===== src/shared/keypad_pkg.sv =====
package keypad_pkg;

    // ==========================================================
    // Register map
    // ==========================================================
    localparam logic [31:0] STATUS_CONTROL_ADDR = 32'h0000_0000;
    localparam logic [31:0] PIN_ENABLE_ADDR = 32'h0000_0004;

    // ==========================================================
    // Status and control field positions
    // ==========================================================
    localparam int SENSE_POS = 0;
    localparam int MASK_POS = 1;
    localparam int ACK_POS = 2;
    localparam int PENDING_POS = 3;

    // ==========================================================
    // Reset values
    // ==========================================================
    localparam logic RESET_SENSE = 1'b0;
    localparam logic RESET_MASK = 1'b0;
    localparam logic RESET_PENDING = 1'b0;
    localparam logic [7:0] RESET_PIN_ENABLE = 8'h00;

    // ==========================================================
    // AHB-Lite encodings
    // ==========================================================
    localparam logic [1:0] HTRANS_NONSEQ = 2'h2;
    localparam logic [1:0] HTRANS_SEQ = 2'h3;

    typedef struct packed {
        logic sel;
        logic write;
        logic [31:0] addr;
    } bus_req_s;

    typedef struct packed {
        logic wait_mode;
        logic stop_mode;
        logic break_state;
        logic break_clear_enable;
        logic vector_fetch;
    } cpu_status_s;

endpackage : keypad_pkg


===== src/core/keypad_pin_interrupt.sv =====
`timescale 1ns/1ns
// How it works
// - Five enableable key inputs shared with port pins feed one maskable request.
// - Each pin-enable bit selects whether its pin is a key input.
// - An enabled key pin also has its pull-up switched on.
// - Latch a request when an enabled pin falls while all were high.
// - Edge-only mode ignores a fall while another enabled pin is low.
// - Edge-and-level mode keeps the request while any enabled pin is low.
// - Edge-and-level mode clears only after acknowledge and all pins high.
// - A vector fetch acknowledges the request like the software acknowledge.
// - Writing one to the acknowledge bit clears the request; it reads zero.
// - A fall after the acknowledge write latches a fresh request.
// - Unmasked requests make the CPU fetch the vector at FFD2 and FFD3.
// - Edge-only mode clears the request at once on acknowledge.
// - Reset clears the request and the sensitivity select, even with pins low.
// - The pending flag shows the latched request, unaffected by the mask.
// - Mask bit one keeps the request from the CPU; reset clears it.
// - Sensitivity select one means edges plus levels, zero edges only.
// - Upper 28 bits of status and control read as zero.
// - An enabled key pin is forced to input, overriding its direction.
// - Port data shows the pin level only when its direction bit is zero.
// - Reset clears all pin-enable bits.
// - The block runs in wait and stop; an unmasked request wakes the CPU.
// - In break with clear-enable zero, acknowledge writes are ignored.
// - With clear-enable one, a clear made in break stays cleared.
module keypad_pin_interrupt #(
    parameter int NUM_KEYS = 5
) (
    // Clock and reset
    input wire logic sys_clk_i,
    input wire logic rst_i,
    // AHB-Lite slave
    input wire logic hsel_i,
    input wire logic [31:0] haddr_i,
    input wire logic [1:0] htrans_i,
    input wire logic hwrite_i,
    input wire logic [2:0] hsize_i,
    input wire logic [31:0] hwdata_i,
    input wire logic hready_i,
    output logic [31:0] hrdata_o,
    output logic hreadyout_o,
    output logic hresp_o,
    // CPU status from the system integration unit
    input wire keypad_pkg::cpu_status_s cpu_status_i,
    // Key pins and port interaction
    input wire logic [NUM_KEYS-1:0] keypad_input_pin_i,
    input wire logic [NUM_KEYS-1:0] port_dir_i,
    output logic [NUM_KEYS-1:0] pull_up_en_o,
    output logic [NUM_KEYS-1:0] port_dir_o,
    output logic [NUM_KEYS-1:0] port_readable_o,
    // Requests toward the CPU
    output logic cpu_irq_o,
    output logic wake_o,
    output logic request_pending_flag_o
);
    import keypad_pkg::*;

    // ==========================================================
    // Bus slave
    // ==========================================================
    // Writes land in the data phase, so the address phase is kept.
    bus_req_s dphase_q;
    bus_req_s dphase_d;
    logic sense_q;
    logic mask_q;
    logic pending_q;
    logic pending_d;
    logic [NUM_KEYS-1:0] enable_q;
    wire logic trans_valid;
    wire logic hit_ctrl;
    wire logic hit_en;
    wire logic wr_ctrl;
    wire logic wr_en;
    wire logic [31:0] rd_ctrl;
    wire logic [31:0] rd_en;

    assign trans_valid = hsel_i && hready_i &&
        (htrans_i == HTRANS_NONSEQ || htrans_i == HTRANS_SEQ);
    assign dphase_d = '{sel: trans_valid, write: hwrite_i, addr: haddr_i};
    assign hit_ctrl = dphase_q.addr == STATUS_CONTROL_ADDR;
    assign hit_en = dphase_q.addr == PIN_ENABLE_ADDR;
    assign wr_ctrl = dphase_q.sel && dphase_q.write && hit_ctrl;
    assign wr_en = dphase_q.sel && dphase_q.write && hit_en;
    // Acknowledge reads as zero; upper bits read as zero.
    assign rd_ctrl = {28'h000_0000, pending_q, 1'b0, mask_q, sense_q};
    assign rd_en = {{(32-NUM_KEYS){1'b0}}, enable_q};
    assign hreadyout_o = 1'b1;
    assign hresp_o = 1'b0;

    always_ff @(posedge sys_clk_i or posedge rst_i) begin
        if (rst_i) begin
            dphase_q <= '0;
        end else begin
            dphase_q <= dphase_d;
        end
    end

    always_ff @(posedge sys_clk_i or posedge rst_i) begin
        if (rst_i) begin
            hrdata_o <= 32'h0000_0000;
        end else if (trans_valid && !hwrite_i) begin
            hrdata_o <= (haddr_i == STATUS_CONTROL_ADDR) ? rd_ctrl :
                        (haddr_i == PIN_ENABLE_ADDR) ? rd_en : 32'h0000_0000;
        end
    end

    // ==========================================================
    // Control registers
    // ==========================================================
    always_ff @(posedge sys_clk_i or posedge rst_i) begin
        if (rst_i) begin
            sense_q <= RESET_SENSE;
            mask_q <= RESET_MASK;
            enable_q <= RESET_PIN_ENABLE[NUM_KEYS-1:0];
        end else begin
            if (wr_ctrl) begin
                sense_q <= hwdata_i[SENSE_POS];
                mask_q <= hwdata_i[MASK_POS];
            end
            if (wr_en) begin
                enable_q <= hwdata_i[NUM_KEYS-1:0];
            end
        end
    end

    // ==========================================================
    // Pin synchroniser and port control
    // ==========================================================
    logic [NUM_KEYS-1:0] pin_meta_q;
    logic [NUM_KEYS-1:0] pin_sync_q;

    always_ff @(posedge sys_clk_i or posedge rst_i) begin
        if (rst_i) begin
            pin_meta_q <= '1;
            pin_sync_q <= '1;
        end else begin
            pin_meta_q <= keypad_input_pin_i;
            pin_sync_q <= pin_meta_q;
        end
    end

    assign pull_up_en_o = enable_q;
    assign port_dir_o = port_dir_i & ~enable_q;
    assign port_readable_o = ~port_dir_i;

    // ==========================================================
    // Request latch
    // ==========================================================
    // An enabled pin reads low when its synchronised level is low.
    logic any_low_q;
    wire logic any_low;
    wire logic fall;
    wire logic ack_write;
    wire logic ack;
    logic ack_seen_q;
    wire logic ack_seen;

    assign any_low = |(enable_q & ~pin_sync_q);
    assign fall = any_low && !any_low_q;
    // With break clear-enable low, acknowledge writes during break do nothing.
    assign ack_write = wr_ctrl && hwdata_i[ACK_POS] &&
        (!cpu_status_i.break_state || cpu_status_i.break_clear_enable);
    assign ack = ack_write || cpu_status_i.vector_fetch;
    assign ack_seen = ack_seen_q || ack;

    // New edges win over an acknowledge in the same cycle.
    always_comb begin
        pending_d = pending_q;
        if (fall) begin
            pending_d = 1'b1;
        end else if (!sense_q && ack) begin
            pending_d = 1'b0;
        end else if (sense_q && ack_seen && !any_low) begin
            pending_d = 1'b0;
        end else if (sense_q && any_low) begin
            pending_d = 1'b1;
        end
    end

    always_ff @(posedge sys_clk_i or posedge rst_i) begin
        if (rst_i) begin
            any_low_q <= 1'b0;
            pending_q <= RESET_PENDING;
            ack_seen_q <= 1'b0;
        end else begin
            any_low_q <= any_low;
            pending_q <= pending_d;
            ack_seen_q <= pending_d && ack_seen && !fall;
        end
    end

    // ==========================================================
    // Outputs to the CPU
    // ==========================================================
    // The vector at FFD2/FFD3 is fetched by the CPU on this request.
    assign cpu_irq_o = pending_q && !mask_q;
    // No clock gating here, so the latch keeps working in wait and stop.
    assign wake_o = cpu_irq_o && (cpu_status_i.wait_mode || cpu_status_i.stop_mode);
    assign request_pending_flag_o = pending_q;
endmodule : keypad_pin_interrupt


===== config.mk =====
export PLATFORM = sky130hd
export DESIGN_NAME = keypad_pin_interrupt
export DESIGN_NICKNAME = d
export VERILOG_FILES = /design/src/shared/keypad_pkg.sv /design/src/core/keypad_pin_interrupt.sv
export SDC_FILE = /design/constraint.sdc
export NUM_CORES = 1
export LEC_CHECK = 0
export BUFFER_PORTS_ARGS = -buffer_cell sky130_fd_sc_hd__buf_2
export CAP_MARGIN = 0
export CORE_MARGIN = 2
export CORE_UTILIZATION = 45
export DETAILED_ROUTE_END_ITERATION = 7
export MAX_ROUTING_LAYER = met4
export PLACE_DENSITY = 0.87
export SYNTH_ARGS = -nofsm -noshare
export SYNTH_HDL_FRONTEND = slang
export SYNTH_SLANG_ARGS = --single-unit

===== constraint.sdc =====
create_clock -name sys_clk_i -period 5.44 [get_ports sys_clk_i]
set_clock_uncertainty 0.2 [all_clocks]
set_input_delay 1.088 -clock sys_clk_i [delete_from_list [all_inputs] [get_ports sys_clk_i]]
set_output_delay 1.088 -clock sys_clk_i [all_outputs]
set_load 0.02 [all_outputs]

==> results by group, run 1 <==
Timing
  – Fin Setup TNS: 0 ns
  – Fin. Hold Viols: 0
  – Min Hold Slack: ~0.15 ns
  – Relative slew slack: between 50% and 60%
  – Slew @ Worst Pin: between 0.7 and 0.8 ns
  – Period utilization: 51.31%
  – Setup violations, final: 0
  – Tmin final: 2.791 ns
  – Slew Viols, Final: 0
  – Fmax: 358.3 MHz
  – RSZ-0062 raised after global routing: no

Clocking
  – Hold-fix buffers, CTS: 0
  – Num CTS Buffers: 9
  – Post-CTS sizing: 0
  – Clock transition at path regs: 0.07 ns
  – Post-CTS Setup Bufs: 0
  – Max Buffers Root-to-Sink: 2
  – CTS tree: done
  – Worst skew pair latency: 0.34 ns
  – H-tree level count: 3
  – Root buf cell: clkbuf_8
  – Clock sink total: 59

Worst setup path
  – Setup crit start kind: input port
  – Delay of the slowest cell on the worst path: between 0.15 and 0.2 ns
  – Critical Path RT: between 4 and 5 ns
  – CP dominant cell by count: buf_2
  – Crit path capture type: primary output
  – WS Path Type: in -> out
  – Worst-path fanout max: 1
  – Slowest CP cell: o21a_1
  – Arr. time, crit path: 1.50 ns
  – Crit path cell chain: buf_2 > o21a_1 > buf_2

Pwr
  – PwrDens: 326.9 nW/µm²
  – Maximum vdd drop: around 220 µV
  – Static Leakage: 1.445 nW

Global route
  – Largest net degree at the start of global routing: 60
  – First-pass GRT wire length: 6.644 mm
  – All-Layer GR Usage: ~17%
  – GRT Residual Overflow: 0
  – Initial antenna violation count: 0
  – Vias in the first global route: approximately 1400

Synth
  – Synthesis Warnings: 0
  – Commonest cells post-synth: dfrtp_1, buf_4, inv_1
  – Netlist Area Pre-Place: 2281 µm²
  – Most common cell in the synthesized netlist: dfrtp_1
  – Post-synthesis cell type count: 35
  – Post-synth EDFFs: 0
  – Main synth FF type: dfrtp_1
  – Cell taking the most area after synthesis: dfrtp_1
  – Register area share after synthesis: 65.28%
  – Post-synth ARST share: 100.0%
  – Cells after Synth: approximately 170
  – Ranking of synthesized cells by area: dfrtp_1, dfstp_2, buf_4, nor4_1, nor4_2
  – Post-synth top area share: 53.76%
  – Synth Register Bits: just under 60
  – Post-Syn Area per Cell: 13.34 µm²

Detailed routing
  – Final ANT Viol Nets: 0
  – Vias per cell: about 4.5
  – Post-Route WL: around 4.4 mm
  – Wire per inst: 13.17 µm
  – DRT iter0 DRCs: just over 70
  – Vias: approximately 1500
  – DR DRC count: 0
  – Drt first pass iters: 4

Final layout
  – Finished Core Util: 59.27%
  – Area grow syn2layout: 25.18%
  – Post-route cell area: 2855 µm²
  – Nets: 350
  – Filler cell count: slightly above 400
  – Layout cells sized above 1: 46.24%
  – Antenna diode count: 0

Floorplan
  – Die Y: 75.20 µm
  – Die ar.: approximately 5700 µm²
  – Core area: 4817 µm²
  – Row count: 25
  – Starting Density: 47.35%
  – Die width: 75.20 µm
  – IO Pins: 141

Placed design
  – Port Buffers: 80
  – Placed inst area: 2656 µm²
  – HPWL Detailed: between 3 and 4 mm
  – RePlAce Congestion: ~0.8

Run
  – Max Cap Viol: 0

Worst hold path
  – Hold WC Path Type: reg -> reg

Run status
  – Status: complete, no violations
through the flow:
step	std cells	setup WS (ns)	total power [W]
4_1_cts	333	2.646	0.0009438
3_5_place_dp	317	2.646	0.0005493
3_3_place_gp	317	2.656	0.0005469
5_1_grt	333	2.628	0.0009802
2_1_floorplan	198	2.651	0.0005299
6_report	333	2.649	0.0009335
power breakdown:
group | leakage [nW] | internal, W | total, W | switching (W)
clock | 0.0923 | 0.000213 | 0.000392 | 0.000179
combinational | 0.656 | 0.0000247 | 0.0000745 | 0.0000499
sequential | 0.697 | 0.000459 | 0.000467 | 0.00000757
final timing paths:
check                           cells past startpoint         endpoint            start  slack (ns)
worst max-delay path                                3           wake_o  cpu_status_i[3]        2.65
worst min-delay path                                0    pin_sync_q[3]    pin_meta_q[3]        0.15
worst max register to register                      5  pull_up_en_o[4]     dphase_q[26]        3.42
worst min register to register                      0    pin_sync_q[3]    pin_meta_q[3]        0.15
max in group asynchronous                           3      hrdata_o[3]            rst_i        3.83
min in group asynchronous                           3  pull_up_en_o[4]            rst_i        0.73
sequential cells by signal, summed over array words and instances, names as in the netlist:
signal / count
dphase_q: 34
hrdata_o: 5
pin_meta_q: 5
pin_sync_q: 5
pull_up_en_o: 5
ack_seen_q: 1
any_low_q: 1
mask_q: 1
request_pending_flag_o: 1
sense_q: 1
worst max-delay path: cells and delay by family:
kind | cells | cell delay, ns
buf+inv | 2 | 0.24
compound gates | 1 | 0.17
cell type report:
class                      instances  area [µm²]  share of cell area, %
tap                               67       83.83                  2.936
multi-input combinational         97       626.9                  21.95
clock buffer                       9       123.9                  4.338
timing repair buffer              81       407.9                  14.29
sequential                        59        1489                  52.15
inverter                          13       48.80                  1.709
clock inverter                     7       75.07                  2.629
cell usage in the layout (no fill, tap or decap), types with 2 or more instances in the layout:
cell and count:
a22o_1 2, buf_2 80, clkbuf_8 9, clkinvlp_4 3, conb_1 29, dfrtp_1 49
dfstp_2 10, inv_1 12, inv_6 2, mux2_2 2, mux2_4 3, mux2i_1 3
nand2_1 4, nand2b_1 2, nand3_1 2, nand4_1 3, nor2_1 7, nor4_1 11
nor4_2 4, o21ai_0 6, or3_1 2
logic make-up after synthesis:
logic type | synth area share (%)
other | 0.3293
DFF | 65.28
and+or+nand+nor | 14.21
muxes | 4.279
AOI/OAI and AO/OA | 4.224
buffers and inverters | 11.68
layer usage:
metal | up-vias | track usage [%] | wire length, µm
met1 | 734 | 19.49 | 1653
met4 | 0 | 6.433 | 43
li1 | 710 | - | -
met3 | 4 | 8.166 | 338
met5 | - | - | 0
met2 | 67 | 27.29 | 2349
(Power assumes the default switching activity.)
==> inputs of run 2 (changes only) <==
--- a/config.mk
+++ b/config.mk
@@ -5,13 +5,14 @@
 export SDC_FILE = /design/constraint.sdc
 export NUM_CORES = 1
 export LEC_CHECK = 0
+export ABC_AREA = 1
 export BUFFER_PORTS_ARGS = -buffer_cell sky130_fd_sc_hd__buf_2
 export CAP_MARGIN = 0
 export CORE_MARGIN = 2
-export CORE_UTILIZATION = 45
+export CORE_UTILIZATION = 39
 export DETAILED_ROUTE_END_ITERATION = 7
 export MAX_ROUTING_LAYER = met4
-export PLACE_DENSITY = 0.87
+export PLACE_DENSITY = 0.8
 export SYNTH_ARGS = -nofsm -noshare
 export SYNTH_HDL_FRONTEND = slang
 export SYNTH_SLANG_ARGS = --single-unit
==> constraint.sdc (replaced) <==
create_clock -name sys_clk_i -period 2.5 [get_ports sys_clk_i]
set_clock_uncertainty 0.2 [all_clocks]
set_input_delay 0.5 -clock sys_clk_i [delete_from_list [all_inputs] [get_ports sys_clk_i]]
set_output_delay 0.5 -clock sys_clk_i [all_outputs]
set_load 0.02 [all_outputs]
==> results by group, run 2 <==
Global route
  – Vias in the first global route: 1612
  – Initial antenna violation count: 0
  – GRT Residual Overflow: 0
  – All-Layer GR Usage: 14.84%
  – First-pass GRT wire length: 6.975 mm
  – Largest net degree at the start of global routing: 28

Final layout
  – Post-route cell area: 2933 µm²
  – Multi-input combinational cell area: just under 700 µm²
  – Leading cell type in the layout, fill and taps excluded: buf_2
  – Most frequent cells in the layout: buf_2, dfrtp_1, nor2_1, nand2_1, conb_1
  – Biggest register: dphase_q
  – Sequential cell area: 1489 µm²
  – Max reg flops: 34
  – Antenna diode count: 0
  – Finished Core Util: 49.83%
  – Nets: between 400 and 500
  – Filler cell count: around 550
  – Layout cells sized above 1: 34.76%
  – Area grow syn2layout: 24.22%

Timing
  – Relative slew slack: 63.71%
  – Fmax: 530.7 MHz
  – Period utilization: around 75%
  – Slew @ Worst Pin: 0.5435 ns
  – Setup violations, final: 0
  – Fin Setup TNS: 0 ns
  – Fin. Hold Viols: 0
  – Slew Viols, Final: 0
  – RSZ-0062 raised after global routing: no
  – Tmin final: approximately 1.9 ns

Floorplan
  – Row count: 28
  – Die width: 81.81 µm
  – Core area: 5886 µm²
  – Starting Density: 40.11%
  – Die Y: 81.81 µm
  – IO Pins: about 140
  – Die ar.: roughly 6700 µm²

Worst setup path
  – Setup crit end: wake_o
  – WP buf/inv: 2
  – Crit path from: request_pending_flag_o
  – Worst R2R Path Depth: 8
  – Crit path capture type: primary output
  – Crit path cell chain: inv_1 > nor2_1 > o21a_1 > buf_2
  – WS Path Type: reg -> out
  – Worst R2R Setup Slack: 0.97 ns
  – Worst path top cell family by delay: flip-flops
  – RR Endpoint: pull_up_en_o[4]
  – Critical Path RT: 1.80 ns
  – Arr. time, crit path: 1.18 ns
  – Critical register-to-register path startpoint: dphase_q[23]
  – Cell count along the critical path: 4
  – Delay of the slowest cell on the worst path: 0.37 ns
  – Worst-path fanout max: 3
  – Slowest CP cell: dfrtp_1
  – Setup crit start kind: register

Clocking
  – Clock sink total: 59
  – Hold-fix buffers, CTS: 0
  – Max Buffers Root-to-Sink: 2
  – CTS tree: done
  – Post-CTS Setup Bufs: 0
  – Post-CTS sizing: 0
  – Worst skew pair latency: between 0.3 and 0.4 ns
  – Root buf cell: clkbuf_8
  – Num CTS Buffers: 9
  – H-tree level count: 3
  – Clock transition at path regs: 0.06 ns

Synth
  – Cell taking the most area after synthesis: dfrtp_1
  – Register area share after synthesis: 63.06%
  – Post-synth ARST share: 100.0%
  – Synthesis Warnings: 0
  – Post-synth EDFFs: 0
  – Ranking of synthesized cells by area: dfrtp_1, dfstp_2, buf_4, nor2_1, nand2_1
  – Main synth FF type: dfrtp_1
  – Synth Register Bits: between 50 and 60
  – Netlist Area Pre-Place: 2361 µm²
  – Cells after Synth: around 230
  – Commonest cells post-synth: dfrtp_1, nor2_1, nand2_1
  – Post-synthesis cell type count: 24
  – Post-Syn Area per Cell: 10.13 µm²
  – Most common cell in the synthesized netlist: dfrtp_1
  – Post-synth top area share: 51.93%

Detailed routing
  – DRT iter0 DRCs: 36
  – Wire per inst: approximately 11 µm
  – DR DRC count: 0
  – Vias: 1696
  – Vias per cell: 4.208
  – Drt first pass iters: 4
  – Final ANT Viol Nets: 0
  – Post-Route WL: approximately 4.3 mm

Placed design
  – HPWL Detailed: 3.380 mm
  – Placed inst area: 2754 µm²
  – RePlAce Congestion: around 0.75
  – Port Buffers: 80

Pwr
  – Power, Total: 0.001946 W
  – Static Leakage: 1.608 nW
  – PwrDens: 663.6 nW/µm²
  – Maximum vdd drop: 371.6 µV

Worst hold path
  – Hold WC Path Type: in -> async

Run status
  – Status: complete, no violations

Run
  – Max Cap Viol: 0
==> run 2: changes by cell type after synthesis, moves of 3 or more <==
cell	change
mux2_4	-3
o21ai_1	+3
nor4_1	-11
nor4_2	-4
nor2_1	+40
o21ai_0	-3
a21oi_1	+3
inv_1	+9
mux2i_1	-3
nand2_1	+38
==> run 2: kinds of logic after synthesis <==
kind of cell	synth area share, %
AO/OA/AOI/OAI	3.974
buffers and inverters	12.72
flip-flops	63.06
other	0.3181
AND/OR/NAND/NOR	19.93
==> run 2: where the power goes <==
part           leakage [nW]  switching [W]  internal (W)
sequential            0.669      0.0000132       0.00100
clock                0.0953       0.000335      0.000432
combinational         0.845       0.000109     0.0000545
total                  1.61       0.000458       0.00149
==> run 2: worst reg2reg max path, cell delays in order (launching register included) <==
cell	delay, ns
dfrtp_1	0.36
nor2_1	0.10
nand2_1	0.06
nor2_1	0.12
nand2_1	0.10
nor2_4	0.16
nand3b_4	0.15
nor2_1	0.12
a21oi_1	0.04
==> run 2: how the worst min path moves through the flow <==
stage                                to                   from  depth (start not counted)
after global placement    pin_sync_q[1]          pin_meta_q[1]                          0
final                      dphase_q[29]                  rst_i                          2
after global routing      pin_meta_q[4]  keypad_input_pin_i[4]                          1
after floorplan           pin_sync_q[0]          pin_meta_q[0]                          0
after CTS                   dphase_q[3]                  rst_i                          2
after detailed placement  pin_sync_q[3]          pin_meta_q[3]                          0
==> run 2: layout make-up <==
type	instances	share of cell area, %
clock buffers	13	5.759
multi-input cells	150	22.95
flip-flops and latches	59	50.77
clock inverters	2	0.3413
well taps	75	3.200
repair buffers	82	14.16
inverters	22	2.816
==> run 2: through the flow <==
| stage | hold WS (ns) | std cells | setup WS, ns |
|---|---|---|---|
| after floorplan | 0.1452 | 260 | 0.3602 |
| after global placement | 0.1457 | 388 | 0.6951 |
| after detailed placement | 0.1475 | 388 | 0.6737 |
| after CTS | 0.01939 | 403 | 0.5960 |
| after global routing | 0.05219 | 403 | 0.5642 |
| final | 0.01312 | 403 | 0.6157 |
==> run 2: routing by layer <==
layer / part of all wire [%] / global-route usage, %
met5: 0 / -
met4: 2.4 / 9.000
met3: 8.2 / 4.505
met2: 49 / 23.66
met1: 40 / 16.34
